`src/lod_map.svh`:
```
// Constants of the logical-operation decoder: opcode patterns, field positions, counts.
// Assumes the including file is compiled after lod_pkg.sv.
// Overview of operation
// - 1000010w plus specifier: AND to flags only, 2 clocks register, 6 memory.
// - 1111011w, middle field 000, then immediate: AND to flags, 3 or 6 clocks.
// - 1010100w then immediate, no specifier: AND accumulator to flags, 3 clocks.
// - 000010dw OR, 001100dw XOR with specifier: 2 clocks register, 7 memory.
`ifndef LOD_MAP_SVH
`define LOD_MAP_SVH

`define LOD_PAT_TEST_RR 7'h42
`define LOD_PAT_TEST_IR 7'h7b
`define LOD_PAT_TEST_IA 7'h54
`define LOD_PAT_OR 6'h02
`define LOD_PAT_XOR 6'h0c
`define LOD_TEST_EXT 3'h0

`define LOD_BIT_W 0
`define LOD_BIT_D 1
`define LOD_MOD_HI 7
`define LOD_MOD_LO 6
`define LOD_REG_HI 5
`define LOD_REG_LO 3
`define LOD_RM_HI 2
`define LOD_RM_LO 0
`define LOD_MOD_REG 2'h3
`define LOD_RM_DIRECT 3'h6

`define LOD_CLK_TEST_RR_REG 4'h2
`define LOD_CLK_TEST_RR_MEM 4'h6
`define LOD_CLK_TEST_IR_REG 4'h3
`define LOD_CLK_TEST_IR_MEM 4'h6
`define LOD_CLK_TEST_IA 4'h3
`define LOD_CLK_LOGIC_REG 4'h2
`define LOD_CLK_LOGIC_MEM 4'h7

`define LOD_RST_MODRM 8'hc0
`define LOD_RST_WORD16 16'h0000

`endif

```
`src/lod_pkg.sv`:
```
// Types shared by the logical-operation decoder files.
// Assumes nothing of its surroundings.
package lod_pkg;

  typedef enum logic [1:0] {
    LOD_OP_TEST = 2'h0,
    LOD_OP_OR = 2'h1,
    LOD_OP_XOR = 2'h2
  } lod_op_t;

  typedef enum logic [1:0] {
    LOD_SRC_REG_RM = 2'h0,
    LOD_SRC_IMM_RM = 2'h1,
    LOD_SRC_IMM_ACC = 2'h2
  } lod_src_t;

  typedef enum logic [3:0] {
    LOD_ST_OPC = 4'h1,
    LOD_ST_MODRM = 4'h2,
    LOD_ST_DISP = 4'h4,
    LOD_ST_IMM = 4'h8
  } lod_state_t;

endpackage : lod_pkg

```
`src/lod_decoder.sv`:
```
// Logical-operation decoder: consumes instruction bytes and reports one decoded form.
// Assumes the fetch path presents one byte per cycle when byte_valid_i is high.
`timescale 1ns/100ps
`include "lod_map.svh"
module lod_decoder (
  input wire logic clk_i,                    // Core clock, 100 MHz
  input wire logic srst_i,                   // Synchronous reset, active high
  input wire logic byte_valid_i,             // Instruction byte present
  input wire logic [7:0] byte_i,             // Instruction byte
  output logic dec_valid_o,                  // One-cycle pulse: decode complete
  output lod_pkg::lod_op_t dec_op_o,         // Logical function
  output lod_pkg::lod_src_t dec_src_o,       // Operand sources
  output logic dec_word_o,                   // Word operands
  output logic dec_reg_is_dst_o,             // Register field is destination
  output logic dec_writes_o,                 // Result written back
  output logic dec_mem_o,                    // Memory operand
  output logic [1:0] dec_mod_o,              // Specifier mode field
  output logic [2:0] dec_reg_o,              // Specifier register field
  output logic [2:0] dec_rm_o,               // Specifier register/memory field
  output logic [15:0] dec_disp_o,            // Displacement, sign-extended
  output logic [15:0] dec_imm_o,             // Immediate data
  output logic [3:0] dec_clocks_o,           // Clock count of the instruction
  output logic unsup_o                       // One-cycle pulse: form not handled
);

  lod_pkg::lod_state_t st_r, st_nxt;
  lod_pkg::lod_op_t op_r, op_nxt;
  lod_pkg::lod_src_t src_r, src_nxt;
  logic w_r, w_nxt, d_r, d_nxt;
  logic [7:0] modrm_r, modrm_nxt;
  logic [1:0] dl_r, dl_nxt, il_r, il_nxt;
  logic [15:0] disp_r, disp_nxt, imm_r, imm_nxt;
  logic fin, bad;
  logic cls_hit, cls_word, cls_dir;
  lod_pkg::lod_op_t cls_op;
  lod_pkg::lod_src_t cls_src;
  logic dv_nxt, us_nxt, wr_nxt, mem_nxt;
  logic [3:0] clk_nxt;

  lod_opc_class u_class (
    .opc_i(byte_i),
    .hit_o(cls_hit),
    .op_o(cls_op),
    .src_o(cls_src),
    .word_o(cls_word),
    .dir_o(cls_dir)
  );

  function automatic logic [1:0] disp_len(input logic [7:0] m);
    logic [1:0] md;
    md = m[`LOD_MOD_HI:`LOD_MOD_LO];
    if (md == 2'h1) begin
      disp_len = 2'h1;
    end else if (md == 2'h2) begin
      disp_len = 2'h2;
    end else if (md == 2'h0 && m[`LOD_RM_HI:`LOD_RM_LO] == `LOD_RM_DIRECT) begin
      disp_len = 2'h2;
    end else begin
      disp_len = 2'h0;
    end
  endfunction : disp_len

  function automatic logic [3:0] clk_count(input lod_pkg::lod_op_t op,
                                           input lod_pkg::lod_src_t src, input logic mem);
    if (op != lod_pkg::LOD_OP_TEST) begin
      clk_count = mem ? `LOD_CLK_LOGIC_MEM : `LOD_CLK_LOGIC_REG;
    end else if (src == lod_pkg::LOD_SRC_IMM_ACC) begin
      clk_count = `LOD_CLK_TEST_IA;
    end else if (src == lod_pkg::LOD_SRC_IMM_RM) begin
      clk_count = mem ? `LOD_CLK_TEST_IR_MEM : `LOD_CLK_TEST_IR_REG;
    end else begin
      clk_count = mem ? `LOD_CLK_TEST_RR_MEM : `LOD_CLK_TEST_RR_REG;
    end
  endfunction : clk_count

  always_comb begin
    st_nxt = st_r;
    op_nxt = op_r;
    src_nxt = src_r;
    w_nxt = w_r;
    d_nxt = d_r;
    modrm_nxt = modrm_r;
    dl_nxt = dl_r;
    il_nxt = il_r;
    disp_nxt = disp_r;
    imm_nxt = imm_r;
    fin = 1'b0;
    bad = 1'b0;
    if (byte_valid_i) begin
      unique case (st_r)
        lod_pkg::LOD_ST_OPC: begin
          if (!cls_hit) begin
            bad = 1'b1;
          end else begin
            op_nxt = cls_op;
            src_nxt = cls_src;
            w_nxt = cls_word;
            d_nxt = cls_dir;
            disp_nxt = `LOD_RST_WORD16;
            imm_nxt = `LOD_RST_WORD16;
            il_nxt = cls_word ? 2'h2 : 2'h1;
            dl_nxt = 2'h0;
            if (cls_src == lod_pkg::LOD_SRC_IMM_ACC) begin
              modrm_nxt = `LOD_RST_MODRM;
              st_nxt = lod_pkg::LOD_ST_IMM;
            end else begin
              st_nxt = lod_pkg::LOD_ST_MODRM;
            end
          end
        end
        lod_pkg::LOD_ST_MODRM: begin
          if (src_r == lod_pkg::LOD_SRC_IMM_RM &&
              byte_i[`LOD_REG_HI:`LOD_REG_LO] != `LOD_TEST_EXT) begin
            bad = 1'b1;
            st_nxt = lod_pkg::LOD_ST_OPC;
          end else begin
            modrm_nxt = byte_i;
            dl_nxt = disp_len(byte_i);
            if (src_r == lod_pkg::LOD_SRC_REG_RM) begin
              il_nxt = 2'h0;
            end
            if (disp_len(byte_i) != 2'h0) begin
              st_nxt = lod_pkg::LOD_ST_DISP;
            end else if (src_r == lod_pkg::LOD_SRC_IMM_RM) begin
              st_nxt = lod_pkg::LOD_ST_IMM;
            end else begin
              fin = 1'b1;
              st_nxt = lod_pkg::LOD_ST_OPC;
            end
          end
        end
        lod_pkg::LOD_ST_DISP: begin
          if (dl_r == 2'h1 && disp_len(modrm_r) == 2'h2) begin
            disp_nxt = {byte_i, disp_r[7:0]};
          end else begin
            disp_nxt = {{8{byte_i[7]}}, byte_i};
          end
          dl_nxt = dl_r - 2'h1;
          if (dl_r == 2'h1) begin
            if (il_r != 2'h0) begin
              st_nxt = lod_pkg::LOD_ST_IMM;
            end else begin
              fin = 1'b1;
              st_nxt = lod_pkg::LOD_ST_OPC;
            end
          end
        end
        lod_pkg::LOD_ST_IMM: begin
          if (il_r == 2'h1 && w_r) begin
            imm_nxt = {byte_i, imm_r[7:0]};
          end else begin
            imm_nxt = {8'h00, byte_i};
          end
          il_nxt = il_r - 2'h1;
          if (il_r == 2'h1) begin
            fin = 1'b1;
            st_nxt = lod_pkg::LOD_ST_OPC;
          end
        end
        default: begin
          st_nxt = lod_pkg::LOD_ST_OPC;
        end
      endcase
    end
    dv_nxt = fin;
    us_nxt = bad;
    mem_nxt = modrm_nxt[`LOD_MOD_HI:`LOD_MOD_LO] != `LOD_MOD_REG;
    wr_nxt = op_nxt != lod_pkg::LOD_OP_TEST;
    clk_nxt = clk_count(op_nxt, src_nxt, mem_nxt);
  end

  always_ff @(posedge clk_i) begin
    if (srst_i) begin
      st_r <= lod_pkg::LOD_ST_OPC;
      op_r <= lod_pkg::LOD_OP_TEST;
      src_r <= lod_pkg::LOD_SRC_REG_RM;
      w_r <= 1'b0;
      d_r <= 1'b0;
      modrm_r <= `LOD_RST_MODRM;
      dl_r <= 2'h0;
      il_r <= 2'h0;
      disp_r <= `LOD_RST_WORD16;
      imm_r <= `LOD_RST_WORD16;
      dec_valid_o <= 1'b0;
      unsup_o <= 1'b0;
      dec_op_o <= lod_pkg::LOD_OP_TEST;
      dec_src_o <= lod_pkg::LOD_SRC_REG_RM;
      dec_word_o <= 1'b0;
      dec_reg_is_dst_o <= 1'b0;
      dec_writes_o <= 1'b0;
      dec_mem_o <= 1'b0;
      dec_mod_o <= 2'h0;
      dec_reg_o <= 3'h0;
      dec_rm_o <= 3'h0;
      dec_disp_o <= `LOD_RST_WORD16;
      dec_imm_o <= `LOD_RST_WORD16;
      dec_clocks_o <= 4'h0;
    end else begin
      st_r <= st_nxt;
      op_r <= op_nxt;
      src_r <= src_nxt;
      w_r <= w_nxt;
      d_r <= d_nxt;
      modrm_r <= modrm_nxt;
      dl_r <= dl_nxt;
      il_r <= il_nxt;
      disp_r <= disp_nxt;
      imm_r <= imm_nxt;
      dec_valid_o <= dv_nxt;
      unsup_o <= us_nxt;
      if (fin) begin
        dec_op_o <= op_nxt;
        dec_src_o <= src_nxt;
        dec_word_o <= w_nxt;
        dec_reg_is_dst_o <= d_nxt;
        dec_writes_o <= wr_nxt;
        dec_mem_o <= mem_nxt;
        dec_mod_o <= modrm_nxt[`LOD_MOD_HI:`LOD_MOD_LO];
        dec_reg_o <= modrm_nxt[`LOD_REG_HI:`LOD_REG_LO];
        dec_rm_o <= modrm_nxt[`LOD_RM_HI:`LOD_RM_LO];
        dec_disp_o <= disp_nxt;
        dec_imm_o <= imm_nxt;
        dec_clocks_o <= clk_nxt;
      end
    end
  end
endmodule : lod_decoder

```
`src/lod_opc_class.sv`:
```
// Opcode classifier: tells which logical form a first instruction byte starts.
// Assumes a purely combinational use by the decoder that samples its outputs.
`timescale 1ns/100ps
`include "lod_map.svh"
module lod_opc_class (
  input wire logic [7:0] opc_i,       // First instruction byte
  output logic hit_o,                 // Byte opens a handled form
  output lod_pkg::lod_op_t op_o,      // Logical function
  output lod_pkg::lod_src_t src_o,    // Operand sources
  output logic word_o,                // Word operands
  output logic dir_o                  // Register field names the destination
);

  always_comb begin
    hit_o = 1'b1;
    op_o = lod_pkg::LOD_OP_TEST;
    src_o = lod_pkg::LOD_SRC_REG_RM;
    word_o = opc_i[`LOD_BIT_W];
    dir_o = 1'b0;
    if (opc_i[7:1] == `LOD_PAT_TEST_RR) begin
      src_o = lod_pkg::LOD_SRC_REG_RM;
    end else if (opc_i[7:1] == `LOD_PAT_TEST_IR) begin
      src_o = lod_pkg::LOD_SRC_IMM_RM;
    end else if (opc_i[7:1] == `LOD_PAT_TEST_IA) begin
      src_o = lod_pkg::LOD_SRC_IMM_ACC;
    end else if (opc_i[7:2] == `LOD_PAT_OR) begin
      op_o = lod_pkg::LOD_OP_OR;
      dir_o = opc_i[`LOD_BIT_D];
    end else if (opc_i[7:2] == `LOD_PAT_XOR) begin
      op_o = lod_pkg::LOD_OP_XOR;
      dir_o = opc_i[`LOD_BIT_D];
    end else begin
      hit_o = 1'b0;
    end
  end

endmodule : lod_opc_class

```
`config.mk`:
```
export PLATFORM = sky130hd
export DESIGN_NAME = lod_decoder
export DESIGN_NICKNAME = d
export VERILOG_FILES = /design/src/lod_pkg.sv /design/src/lod_decoder.sv /design/src/lod_opc_class.sv
export VERILOG_INCLUDE_DIRS = /design/src
export SDC_FILE = /design/constraint.sdc
export NUM_CORES = 1
export LEC_CHECK = 0
export BUFFER_PORTS_ARGS = -buffer_cell sky130_fd_sc_hd__buf_2
export CAP_MARGIN = 15
export CORE_MARGIN = 8
export CORE_UTILIZATION = 50
export CTS_BUF_LIST = sky130_fd_sc_hd__clkbuf_2
export DETAILED_ROUTE_END_ITERATION = 10
export HOLD_SLACK_MARGIN = 0.1
export PLACE_DENSITY = 0.71
export SLEW_MARGIN = 20
export SYNTH_ARGS = -nofsm -noshare
export SYNTH_HDL_FRONTEND = slang
export SYNTH_SLANG_ARGS = --single-unit
```
`constraint.sdc`:
```
create_clock -name clk_i -period 3.5 [get_ports clk_i]
set_input_delay 0.35 -clock clk_i [delete_from_list [all_inputs] [get_ports clk_i]]
set_output_delay 0.35 -clock clk_i [all_outputs]
set_load 0.02 [all_outputs]
```
==> results of run 1 <==
## metal layers
metal	vias to the layer above	track usage (%)	routed length, um
li1	1851	-	-
met1	1799	26.98	5396
met2	136	30.53	5234
met3	17	3.810	673
met4	0	6.654	142
met5	-	0	0
## registers in the layout, indices dropped and copies added (netlist names), 3 cells and up
signal and count:
dec_disp_o 16, dec_imm_o 16, modrm_r 8, imm_r 16, dec_clocks_o 3, st_r 4, dec_rm_o 3, disp_r 16
dec_reg_o 3
## worst reg2reg max path: cells and delay by family (launching register included)
family	cells	cell delay, ps
AND/OR/NAND/NOR	2	930
buffers and inverters	1	340
flip-flops	1	680
AO/OA/AOI/OAI	3	670
## logic make-up (layout without fill, tap and decap cells)
family / Yosys count / count (layout) / synth area share (%)
AND/OR/NAND/NOR: 164 / 164 / 18.82
AO/OA/AOI/OAI: 162 / 162 / 24.26
flip-flops: 107 / 107 / 48.97
buffers and inverters: 48 / 97 / 4.806
multiplexers: 7 / 7 / 1.602
adder cells (fa/ha/maj): 3 / 3 / 0.8582
XOR/XNOR: 3 / 3 / 0.6008
other: 1 / 1 / 0.08573
## report_power, final
| part | leakage (nW) | switching, mW | internal [mW] |
|---|---|---|---|
| clock network | 0.0780 | 0.436 | 0.180 |
| logic | 1.04 | 0.368 | 0.204 |
| registers | 0.863 | 0.0674 | 1.27 |
| total | 1.98 | 0.872 | 1.65 |
## cell type report
cell class                 instances  area, um2
fill                             795       3730
sequential                       107       2142
multi-input combinational        340       2031
timing repair buffer              71      390.4
tap                              108      135.1
clock inverter                     7      82.58
clock buffer                       9      45.04
inverter                          10      37.54
## per-stage QoR
step / setup WS [ps] / std cells / total power, mW
final: 840.9 / 652 / 2.522
after global routing: 677.5 / 652 / 2.649
after floorplan: 1210 / 495 / 1.775
after global placement: 927.3 / 635 / 1.912
after CTS: 858.8 / 652 / 2.526
after detailed placement: 841.9 / 635 / 1.914
## cell usage in the layout, fill, tap and decap left out, drive strengths merged, types with 7 or more instances in the layout
cell type  count
a211oi        15
a21o          10
a21oi         45
a22o           7
a22oi         20
a31oi          9
buf           70
clkbuf         9
dfxtp        107
inv           13
mux2i          7
nand2         23
nand3         10
nor2          82
nor3           8
nor3b          9
o21ai         32
## what timing repair did
item	CTS	global route
endpoints found under the hold margin	1	0
hold buffers	1	0
setup endpoints to repair	0	0
## path summary, 6_finish.rpt
path                  start               to  slack, ps
setup / recovery    st_r[1]  dec_clocks_o[0]        840
hold / removal    byte_i[1]         imm_r[1]        180
setup reg to reg    st_r[1]  dec_clocks_o[0]        840
hold reg to reg     dl_r[1]          dl_r[1]        500
## cell usage after synthesis (2+ instances only)
cell,number
sky130_fd_sc_hd__a211oi_1,15
sky130_fd_sc_hd__a21o_1,10
sky130_fd_sc_hd__a21oi_1,45
sky130_fd_sc_hd__a22o_1,7
sky130_fd_sc_hd__a22oi_1,20
sky130_fd_sc_hd__a311oi_1,5
sky130_fd_sc_hd__a31oi_1,7
sky130_fd_sc_hd__a31oi_2,2
sky130_fd_sc_hd__a32oi_1,2
sky130_fd_sc_hd__and3b_1,2
sky130_fd_sc_hd__buf_2,6
sky130_fd_sc_hd__buf_4,4
sky130_fd_sc_hd__clkbuf_1,27
sky130_fd_sc_hd__dfxtp_1,107
sky130_fd_sc_hd__ha_1,3
sky130_fd_sc_hd__inv_1,10
sky130_fd_sc_hd__mux2i_1,7
sky130_fd_sc_hd__nand2_1,23
sky130_fd_sc_hd__nand2b_1,5
sky130_fd_sc_hd__nand3_1,10
sky130_fd_sc_hd__nand3b_1,5
sky130_fd_sc_hd__nor2_1,81
sky130_fd_sc_hd__nor2b_1,5
sky130_fd_sc_hd__nor3_1,8
sky130_fd_sc_hd__nor3b_1,9
sky130_fd_sc_hd__nor4b_2,3
sky130_fd_sc_hd__o211ai_1,3
sky130_fd_sc_hd__o21ai_0,29
sky130_fd_sc_hd__o21ai_1,3
sky130_fd_sc_hd__o22ai_1,2
sky130_fd_sc_hd__or4b_4,2
sky130_fd_sc_hd__xor2_1,2
==> results.txt, run 1 <==
----------------------------------------------------
[STA]
  Max-Slew Margin vs Limit ... between 40 and 50%
  Unrepaired setup endpoints after global routing ... no
  Final count of hold timing violations ... 0
  Total negative slack for setup checks ... 0 ps
  Max frequency ... 376.1 MHz
  Clock period minus final worst setup slack ... 2659 ps
  Final worst path period share ... 75.97%
  Pin slew with the least headroom to its limit ... 751.1 ps
  Hold Slack ... 178.0 ps
  Fin Clk Skew ... 26.06 ps
  Final count of pins violating max slew ... 0
  Final setup vio count ... 0

[Die]
  Floorplan core area ... 8593 um2
  Rows ... 34
  Number of top-level design ports ... between 60 and 70
  Die W ... approximately 110 um
  Die H ... 109.5 um
  Die outline area ... about 12,000 um2
  Initial core utilization ... 50.90%

[Clocking]
  Root Buffer ... sky130_fd_sc_hd__clkbuf_2
  Post-cts gate resize count ... 0
  Clock tree from TritonCTS ... built
  Clk Latency, worst-skew pair ... 580 ps
  TritonCTS Buffers ... 9
  Clock slew at the register clock pins of the worst setup and hold paths ... 300 ps
  Post-CTS Setup Bufs ... 0
  Num Clock Sinks ... 107
  H-tree lvl count ... 3
  Max clock buf depth ... 2

[Worst setup path]
  Number of cells on the worst reg-to-reg path ... 6
  Data required, critical path ... 4010 ps
  Biggest cell delay along the critical path ... 680 ps
  Chain of cells forming the critical path ... nor4b_2 -> nand3_1 -> a31oi_4 -> buf_12 -> a21boi_0 -> a31oi_1
  Data arrival, critical path ... approximately 3200 ps
  Kind of end point of the critical path ... register
  Critical path start-end classification ... reg -> reg
  Worst-path fanout max ... 98
  Critical Path Start Type ... register
  Family of cells with the greatest summed delay on the critical path ... simple AND/OR/NAND/NOR gates
  Slowest stage cell, crit path ... sky130_fd_sc_hd__dfxtp_1
  WP depth ... 6
  Crit path buffers/inverters ... 1

[Yosys]
  Number of synthesis warnings ... 0
  Netlist area before placement ... 4374 um2
  Synth area leader ... sky130_fd_sc_hd__dfxtp_1
  Cell count after synthesis ... 495
  Largest cells by area after synthesis ... sky130_fd_sc_hd__dfxtp_1 (49%), sky130_fd_sc_hd__nor2_1 (7.0%), sky130_fd_sc_hd__a21oi_1 (5.1%)
  Synthesis-stage register bit count ... between 100 and 150
  Number of flops mapped to enable cells by yosys ... 0
  Async SR Flop Fraction ... 0%
  Synth Area per Inst ... a little under 9 um2
  Count of unique library cells instantiated by Yosys ... 58
  Net count after synthesis ... 509
  Fraction of post-synthesis cell area in the top cell type by area ... 48.97%
  Top FF cell, synth ... sky130_fd_sc_hd__dfxtp_1
  Sequential area share after synthesis ... between 40% and 50%

[GRT]
  Maximum number of pins on one net before global-route repair ... 99
  Global router's overall resource usage ... 19.75%
  Grt total ovfl ... 0
  Antenna violations before repair ... 0
  Global-route wire length before repair ... approximately 19 mm
  Number of global-route vias before repair ... 3,562

[Placed design]
  Estimated wirelength of the detail-placed design ... a little under 8 mm
  Post-DP Area ... 4726 um2
  Routability congestion estimate from global placement ... between 0.9 and 1
  Buffers on Ports ... 63

[Drt]
  Number of vias in the routed layout ... 3,803
  Wirelength, routed ... 11.45 mm
  Routed wirelength normalized by instance count ... 17.56 um
  Antenna Nets Post-Route ... 0
  Post-detailed-route DRC marker count ... 0
  Detailed-router iteration count before antenna repair ... 4
  Via density ... 5.833
  Violation count after the first detailed-routing iteration ... 259

[Cells and area]
  Net count reported at finish ... about 550
  Cell area after layout ... ~4900 um2
  Fraction of final layout cells with drive strength greater than 1 ... about 18%
  Signed area change from the synthesized netlist to the final layout ... 11.18%
  Diode insertion count for antenna repair ... 0
  Core utilization of the finished layout ... 56.60%

[Power and ir drop]
  Power Density ... 518.7 nW/um2
  Leakage component of the power ... 1.983 nW
  VDD IR-drop max ... 0.0002196 V

[Run]
  Max-cap violation count ... 0

[Worst hold path]
  Worst hold path class ... in -> reg
  Min-Delay Path Depth ... 3

[Outcome]
  Result of the run ... finished, final reports clean

----------------------------------------------------
No activity file was read; power rests on OpenSTA's default activity.
==> run 2, diff against run 1 <==
Settings changed: ABC_AREA set to 1, PLACE_DENSITY 0.71 to 0.74.
Clock period 3.5 ns to 2.2 ns, I/O delays scaled along.
==> results.txt, run 2 <==
----------------------------------------------------
[Power and ir drop]
  Leakage component of the power ... 2.603 nW (+31%)
  Power Density ... 831.9 nW/um2 (+60%)
  Net switching fraction of the power ... 37.20% (+2.6 points)
  Internal power ... 2.779 mW (+68%)
  Power spent charging and discharging nets ... 1.646 mW (+89%)
  VDD IR-drop max ... 0.0004430 V (+100%)
  Sequential power share ... 49.4% (-3.5 points)
  Combinational share of power ... 30.3% (+7.6 points)
  Clock group share of total power ... 20.3% (-4.1 points)

[Outcome]
  Result of the run ... finished, final reports clean

[Yosys]
  Synth area leader ... sky130_fd_sc_hd__dfxtp_1
  Fraction of post-synthesis cell area in the top cell type by area ... 45.70% (-3.3 points)
  Count of unique library cells instantiated by Yosys ... 36 (-38%)
  Cell with the most instances after synthesis ... sky130_fd_sc_hd__nand2_1
  Async SR Flop Fraction ... 0% (unchanged)
  Sequential area share after synthesis ... 45.70% (-3.3 points)
  Number of synthesis warnings ... 0 (unchanged)
  Top FF cell, synth ... sky130_fd_sc_hd__dfxtp_1
  Synthesis-stage register bit count ... 107 (unchanged)
  Cell count after synthesis ... 633 (+28%)
  Net count after synthesis ... 647 (+27%)
  Number of flops mapped to enable cells by yosys ... 0 (unchanged)
  Most frequent cells after synthesis ... sky130_fd_sc_hd__nand2_1 (111), sky130_fd_sc_hd__dfxtp_1 (107), sky130_fd_sc_hd__inv_1 (91), sky130_fd_sc_hd__nor2_1 (76), sky130_fd_sc_hd__a21oi_1 (43)
  Netlist area before placement ... 4687 um2 (+7.2%)
  Synth Area per Inst ... 7.404 um2 (-16%)
  Largest cells by area after synthesis ... sky130_fd_sc_hd__dfxtp_1 (46%), sky130_fd_sc_hd__nand2_1 (8.9%), sky130_fd_sc_hd__inv_1 (7.3%)

[Drt]
  Post-detailed-route DRC marker count ... 0 (unchanged)
  Detailed-router iteration count before antenna repair ... 5 (+1)
  Via density ... 5.368 (-8.0%)
  Wirelength, routed ... 12.19 mm (+6.5%)
  Routed wirelength normalized by instance count ... 14.99 um (-15%)
  Antenna Nets Post-Route ... 0 (unchanged)
  Violation count after the first detailed-routing iteration ... 343 (+32%)
  Number of vias in the routed layout ... 4,364 (+15%)

[Clocking]
  Clock slew at the register clock pins of the worst setup and hold paths ... 280 ps (-20 ps)
  H-tree lvl count ... 3 (unchanged)
  Clk Latency, worst-skew pair ... 570 ps (about the same)
  Root Buffer ... sky130_fd_sc_hd__clkbuf_2
  Post-CTS Setup Bufs ... 0 (unchanged)
  TritonCTS Buffers ... 9 (unchanged)
  Max clock buf depth ... 2 (unchanged)
  Clock tree from TritonCTS ... built
  Num Clock Sinks ... 107 (unchanged)

[Worst hold path]
  WHS Endpoint ... il_r[0]
  Hold Startpoint ... byte_i[0]
  Worst hold path class ... in -> reg
  Min-Delay Path Depth ... 5 (+2)

[Cells and area]
  Signed area change from the synthesized netlist to the final layout ... 13.51%
  Net count reported at finish ... 711 (+29%)
  Fraction of final layout cells with drive strength greater than 1 ... 16.52% (-1.7 points)
  Most used cells in the layout excluding fill and tap cells ... sky130_fd_sc_hd__nand2_1 (110), sky130_fd_sc_hd__dfxtp_1 (107), sky130_fd_sc_hd__inv_1 (91)
  Cell area after layout ... 5320 um2 (+9.4%)
  Diode insertion count for antenna repair ... 0 (unchanged)
  Count of placed standard cells in the final layout, fillers left out ... 813 (+25%)
  Most common cell after layout, fill and taps aside ... sky130_fd_sc_hd__nand2_1

[Run]
  Max-cap violation count ... 0 (unchanged)

[STA]
  Final count of pins violating max slew ... 0 (unchanged)
  Clock period minus final worst setup slack ... 2029 ps
  Max frequency ... 492.9 MHz
  Setup ws final ... 171.3 ps (-669.6 ps)
  Fin Clk Skew ... 40.82 ps (+14.76 ps)
  Unrepaired setup endpoints after global routing ... no
  Pin slew with the least headroom to its limit ... 553.2 ps (-197.9 ps)
  Final setup vio count ... 0 (unchanged)
  Final count of hold timing violations ... 0 (unchanged)
  Total negative slack for setup checks ... 0 ps (unchanged)
  Final worst path period share ... 92.21%
  Max-Slew Margin vs Limit ... 63.12% (+13 points)

[Placed design]
  Setup WS pre-CTS ... 170.5 ps (-671.4 ps)
  Post-DP Area ... 5159 um2 (+9.2%)
  Estimated wirelength of the detail-placed design ... 8.943 mm (+15%)
  Number of cells in the design after placement ... 793 (+25%)
  Routability congestion estimate from global placement ... 0.9163 (-1.3%)
  Buffers on Ports ... 63 (unchanged)

[Worst setup path]
  Worst-path fanout max ... 7 (-93%)
  Startpoint of the worst-slack reg-to-reg timing path ... st_r[3]
  Critical Path Start Type ... input pin
  Number of cells on the worst reg-to-reg path ... 10 (+4)
  Kind of end point of the critical path ... register
  Reg2Reg Setup Slack ... 230 ps (-610 ps)
  Data required, critical path ... 2630 ps (-1380 ps)
  FF-to-FF End ... dec_disp_o[15]
  Critical path start-end classification ... in -> reg
  Data arrival, critical path ... 2460 ps (-710 ps)

[GRT]
  Global-route wire length before repair ... 20.10 mm (+7.3%)
  Antenna violations before repair ... 0 (unchanged)
  Grt total ovfl ... 0 (unchanged)
  Number of global-route vias before repair ... 4,113 (+15%)
  Maximum number of pins on one net before global-route repair ... 51 (-48%)
  Global router's overall resource usage ... 19.19% (-0.56 points)

[Die]
  Number of top-level design ports ... 65 (unchanged)
  Floorplan core area ... 9153 um2 (+6.5%)
  Die outline area ... 12,730 um2 (+6.1%)
  Die W ... 112.8 um (+3.0%)
  Die H ... 112.8 um (+3.0%)
  Initial core utilization ... 51.21% (+0.31 points)
  Rows ... 35 (+2.9%)

----------------------------------------------------
==> run 2: cell count changes after synthesis, sizes merged, moves of 11 or more <==
cell / change
a211oi: -13
nand3: +16
inv: +86
o21ai: +11
o211ai: +33
nand2: +90
a22oi: -12
==> run 2: worst max path at each step <==
stage | start | endpoint | depth (start not counted)
2_1_floorplan | st_r[3] | dec_disp_o[12] | 11
3_3_place_gp | byte_i[2] | dec_imm_o[14] | 14
3_5_place_dp | byte_i[2] | dec_disp_o[15] | 11
4_1_cts | st_r[0] | dec_imm_o[5] | 10
5_1_grt | st_r[0] | dec_imm_o[14] | 12
6_report | byte_i[2] | st_r[2] | 12
==> run 2: critical path, cell delays in order <==
cell and delay, ps:
sky130_fd_sc_hd__dlygate4sd3_1 530, sky130_fd_sc_hd__buf_2 170, sky130_fd_sc_hd__inv_1 220, sky130_fd_sc_hd__nand2_1 90, sky130_fd_sc_hd__nor2_1 90, sky130_fd_sc_hd__nand2_1 180
sky130_fd_sc_hd__nand4_2 240, sky130_fd_sc_hd__nand2_1 100, sky130_fd_sc_hd__nor2_1 250, sky130_fd_sc_hd__inv_1 140, sky130_fd_sc_hd__a21oi_1 160, sky130_fd_sc_hd__a211oi_1 60
==> run 2: logic make-up after synthesis <==
kind of cell | count (synthesis) | synth area share [%]
adder cells (fa/ha/maj) | 3 | 0.8009
other | 1 | 0.08001
buffers and inverters | 128 | 11.27
AO/OA/AOI/OAI | 156 | 20.56
flip-flops | 107 | 45.70
AND/OR/NAND/NOR | 238 | 21.60
==> run 2: layout make-up <==
| cell class | instances | area [um2] |
|---|---|---|
| Multi-Input combinational cell | 398 | 2024 |
| Inverter | 96 | 360.3 |
| Tap cell | 111 | 138.9 |
| Clock buffer | 10 | 50.05 |
| Sequential cell | 107 | 2142 |
| Fill cell | 864 | 3832 |
| Clock inverter | 6 | 63.81 |
| Timing Repair Buffer | 85 | 540.5 |
==> run 2: timing repair <==
| item | 4_1_cts | 5_1_grt |
|---|---|---|
| endpoints found under the setup margin | 0 | 11 |
| endpoints found under the hold margin | 8 | 0 |
| resized for setup | 0 | 3 |
| hold buffers | 4 | 0 |
==> run 2: power groups by stage <==
stage	registers [mW]	logic, mW	clock network [mW]
6_report	2.18	1.34	0.899
5_1_grt	2.21	1.48	0.976
3_3_place_gp	2.21	1.30	0
3_5_place_dp	2.22	1.31	0
2_1_floorplan	2.27	0.832	0
4_1_cts	2.18	1.32	0.916
==> run 2: through the flow <==
| step | util, % | total power, mW | hold slack, ps |
|---|---|---|---|
| after global placement | 56.36 | 3.506 | 453.4 |
| final | 58.13 | 4.426 | 126.9 |
| after CTS | 58.05 | 4.423 | 107.4 |
| after floorplan | - | 3.105 | 406.1 |
| after detailed placement | 56.36 | 3.530 | 459.4 |
| after global routing | 58.13 | 4.660 | 122.5 |
==> run 2: per-layer routing <==
layer / global-route usage [%] / share of wire (%) / vias to the layer above / wire length [um]
met4: 5.396 / 1.4 / 0 / 176
met2: 31.17 / 45 / 141 / 5540
met3: 3.142 / 6.1 / 16 / 739
met5: 0 / 0 / - / 0
li1: - / - / 2201 / -
met1: 25.65 / 47 / 2006 / 5733
==> run 3, diff against run 2 <==
==> constraint.sdc (replaced) <==
create_clock -name clk_i -period 2.2 [get_ports clk_i]
set_input_delay 0.11 -clock clk_i [delete_from_list [all_inputs] [get_ports clk_i]]
set_output_delay 0.11 -clock clk_i [all_outputs]
set_load 0.02 [all_outputs]
==> results.txt, run 3 (synthesis gave the netlist of run 2 again) <==
----------------------------------------------------
[Die]
  Floorplan core area ... 9153 um2 (unchanged)
  Number of top-level design ports ... 65 (unchanged)
  Rows ... 35 (unchanged)
  Die outline area ... 12,730 um2 (unchanged)
  Die H ... 112.8 um (unchanged)
  Initial core utilization ... 51.21% (unchanged)
  Die W ... 112.8 um (unchanged)

[Cells and area]
  Count of placed standard cells in the final layout, fillers left out ... 816 (+0.37%)
  Count of fill cells added during filler insertion ... 864 (unchanged)
  Signed area change from the synthesized netlist to the final layout ... 14.74%
  Most common cell after layout, fill and taps aside ... sky130_fd_sc_hd__nand2_1
  Most used cells in the layout excluding fill and tap cells ... sky130_fd_sc_hd__nand2_1 (111), sky130_fd_sc_hd__dfxtp_1 (106), sky130_fd_sc_hd__inv_1 (90)
  Diode insertion count for antenna repair ... 0 (unchanged)
  Fraction of final layout cells with drive strength greater than 1 ... 16.03% (-0.50 points)
  Net count reported at finish ... 714 (+0.42%)

[GRT]
  Met1 track demand over resource in global routing ... 24.42% (-1.2 points)
  Global route hottest layer ... met2
  Global router's overall resource usage ... 19.11% (-0.084 points)
  Global-route wire length before repair ... 20.07 mm (-0.17%)
  Antenna violations before repair ... 0 (unchanged)
  Number of global-route vias before repair ... 4,231 (+2.9%)
  Grt total ovfl ... 0 (unchanged)
  Global-route met2 utilization ... 30.77% (-0.40 points)
  Maximum number of pins on one net before global-route repair ... 71 (+39%)
  Met3 usage ... 3.727% (+0.59 points)

[Worst setup path]
  Kind of end point of the critical path ... register
  Slowest stage cell, crit path ... sky130_fd_sc_hd__dlygate4sd3_1
  Reg2Reg Setup Slack ... 150 ps (-80 ps)
  Critical path start-end classification ... reg -> reg
  Chain of cells forming the critical path ... inv_1 -> ha_1 -> nand2_1 -> nor2_4 -> clkinvlp_4 -> nand4_1 -> dlygate4sd3_1 -> nand3_1 -> o211ai_1 -> inv_1
  Data arrival, critical path ... 2560 ps (+100 ps)
  Worst-path fanout max ... 5 (-2)
  Data required, critical path ... 2710 ps (+80 ps)
  Family of cells with the greatest summed delay on the critical path ... buffers and inverters
  Crit path buffers/inverters ... 4 (unchanged)
  Critical Path Start Type ... register
  Most frequent cell on the critical path ... sky130_fd_sc_hd__inv_1
  Biggest cell delay along the critical path ... 590 ps (+60 ps)

[Drt]
  Via density ... 5.449 (+1.5%)
  Wirelength, routed ... 12.29 mm (+0.85%)
  Antenna Nets Post-Route ... 0 (unchanged)
  Number of vias in the routed layout ... 4,446 (+1.9%)
  Post-detailed-route DRC marker count ... 0 (unchanged)
  Violation count after the first detailed-routing iteration ... 346 (+0.87%)
  Detailed-router iteration count before antenna repair ... 7 (+2)
  Routed wirelength normalized by instance count ... 15.06 um (+0.48%)

[Clocking]
  Clk Latency, worst-skew pair ... 590 ps (+20 ps)
  Num Clock Sinks ... 107 (unchanged)
  Clock tree from TritonCTS ... built
  Max clock buf depth ... 2 (unchanged)
  H-tree lvl count ... 3 (unchanged)
  Clock slew at the register clock pins of the worst setup and hold paths ... 280 ps (about the same)
  TritonCTS Buffers ... 9 (unchanged)
  Root Buffer ... sky130_fd_sc_hd__clkbuf_2

[STA]
  Fin Clk Skew ... 21.07 ps (-19.75 ps)
  Pin slew with the least headroom to its limit ... 545.1 ps (-8.101 ps)
  Final worst path period share ... 93.25% (+1.0 points)
  Max frequency ... 487.5 MHz (-1.1%)
  Hold Slack ... 155.2 ps (+28.30 ps)
  Final count of pins violating max slew ... 0 (unchanged)
  Final count of hold timing violations ... 0 (unchanged)
  Max-Slew Margin vs Limit ... 63.62% (+0.50 points)
  Final setup vio count ... 0 (unchanged)
  Setup ws final ... 148.6 ps (-22.75 ps)
  Clock period minus final worst setup slack ... 2051 ps (+22.75 ps)

[Placed design]
  Setup WS pre-CTS ... 198.3 ps (+27.80 ps)
  Routability congestion estimate from global placement ... 0.9659 (+5.4%)
  Number of cells in the design after placement ... 787 (-0.76%)
  Buffers on Ports ... 63 (unchanged)
  Estimated wirelength of the detail-placed design ... 8.425 mm (-5.8%)

[Run]
  Max-cap violation count ... 0 (unchanged)

[Power and ir drop]
  Net switching fraction of the power ... 37.65% (+0.45 points)
  Clock group share of total power ... 21.1% (+0.8 points)
  Power Density ... 821.9 nW/um2 (-1.2%)
  Internal power ... 2.756 mW (-0.85%)
  Leakage component of the power ... 2.613 nW (+0.38%)
  Power spent charging and discharging nets ... 1.664 mW (+1.1%)
  Combinational share of power ... 29.3% (-1.0 points)
  Sequential power share ... 49.6% (+0.2 points)
  VDD IR-drop max ... 0.0004358 V (-1.6%)

[Worst hold path]
  Worst hold path class ... in -> reg

[Outcome]
  Result of the run ... finished, final reports clean

----------------------------------------------------
## run 3: changes by cell type in the layout (fill, tap and decap cells not counted), sizes merged
| cell | before | now |
|---|---|---|
| clkinvlp | 1 | 2 |
| buf | 81 | 77 |
| dlygate4sd3 | 4 | 10 |
## run 3: power by group through the flow
| stage | Sequential, mW | Combinational [mW] | Clock, mW |
|---|---|---|---|
| 6_report | 2.19 | 1.30 | 0.933 |
| 4_1_cts | 2.18 | 1.25 | 0.948 |
| 3_3_place_gp | 2.21 | 1.20 | 0 |
| 2_1_floorplan | 2.27 | 0.832 | 0 |
| 5_1_grt | 2.21 | 1.44 | 1.03 |
| 3_5_place_dp | 2.22 | 1.23 | 0 |
## run 3: tightest hold or removal path, cell delays in order
cell and delay (ps):
sky130_fd_sc_hd__buf_2 160, sky130_fd_sc_hd__a21oi_1 120, sky130_fd_sc_hd__o21ai_0 130, sky130_fd_sc_hd__o21ai_0 90, sky130_fd_sc_hd__a21oi_1 110
## run 3: what timing repair did
action / 4_1_cts / 5_1_grt
setup endpoints to repair: 0 / 12
resized for setup: 0 / 8
setup buffers: 0 / 2
hold buffers: 10 / 0
endpoints found under the hold margin: 61 / 0
## run 3: area by class of cell
| class | count | area, um2 | share of cell area (%) |
|---|---|---|---|
| clock buffers | 9 | 45.04 | 0.8376 |
| multi-input cells | 398 | 2027 | 37.69 |
| flip-flops and latches | 107 | 2143 | 39.86 |
| well taps | 111 | 138.9 | 2.583 |
| repair buffers | 88 | 585.6 | 10.89 |
| clock inverters | 7 | 73.82 | 1.373 |
| inverters | 96 | 364.1 | 6.771 |
## run 3: routing by layer
layer	wire length (um)	up-vias
met5	0	-
met4	295	0
met3	799	30
met2	5649	175
met1	5548	2031
li1	-	2210
## run 3: per-stage QoR
| stage | setup TNS [ps] | total power, mW | instance area, um2 | util, % |
|---|---|---|---|---|
| 3_5_place_dp | 0 | 3.446 | 5089 | 55.60 |
| 4_1_cts | 0 | 4.378 | 5308 | 57.99 |
| 3_3_place_gp | 0 | 3.414 | 5089 | 55.60 |
| 2_1_floorplan | 0 | 3.105 | 4687 | - |
| 6_report | 0 | 4.420 | 5378 | 58.76 |
| 5_1_grt | -3.464 | 4.683 | 5378 | 58.76 |
## run 3: worst paths after layout
| kind | start | endpoint | cells past startpoint |
|---|---|---|---|
| worst min register to register | dl_r[1] | dl_r[1] | 2 |
| worst min-delay path | byte_i[7] | dl_r[1] | 5 |
| worst max register to register | dl_r[1] | dec_disp_o[5] | 10 |
| worst max-delay path | dl_r[1] | dec_disp_o[5] | 10 |
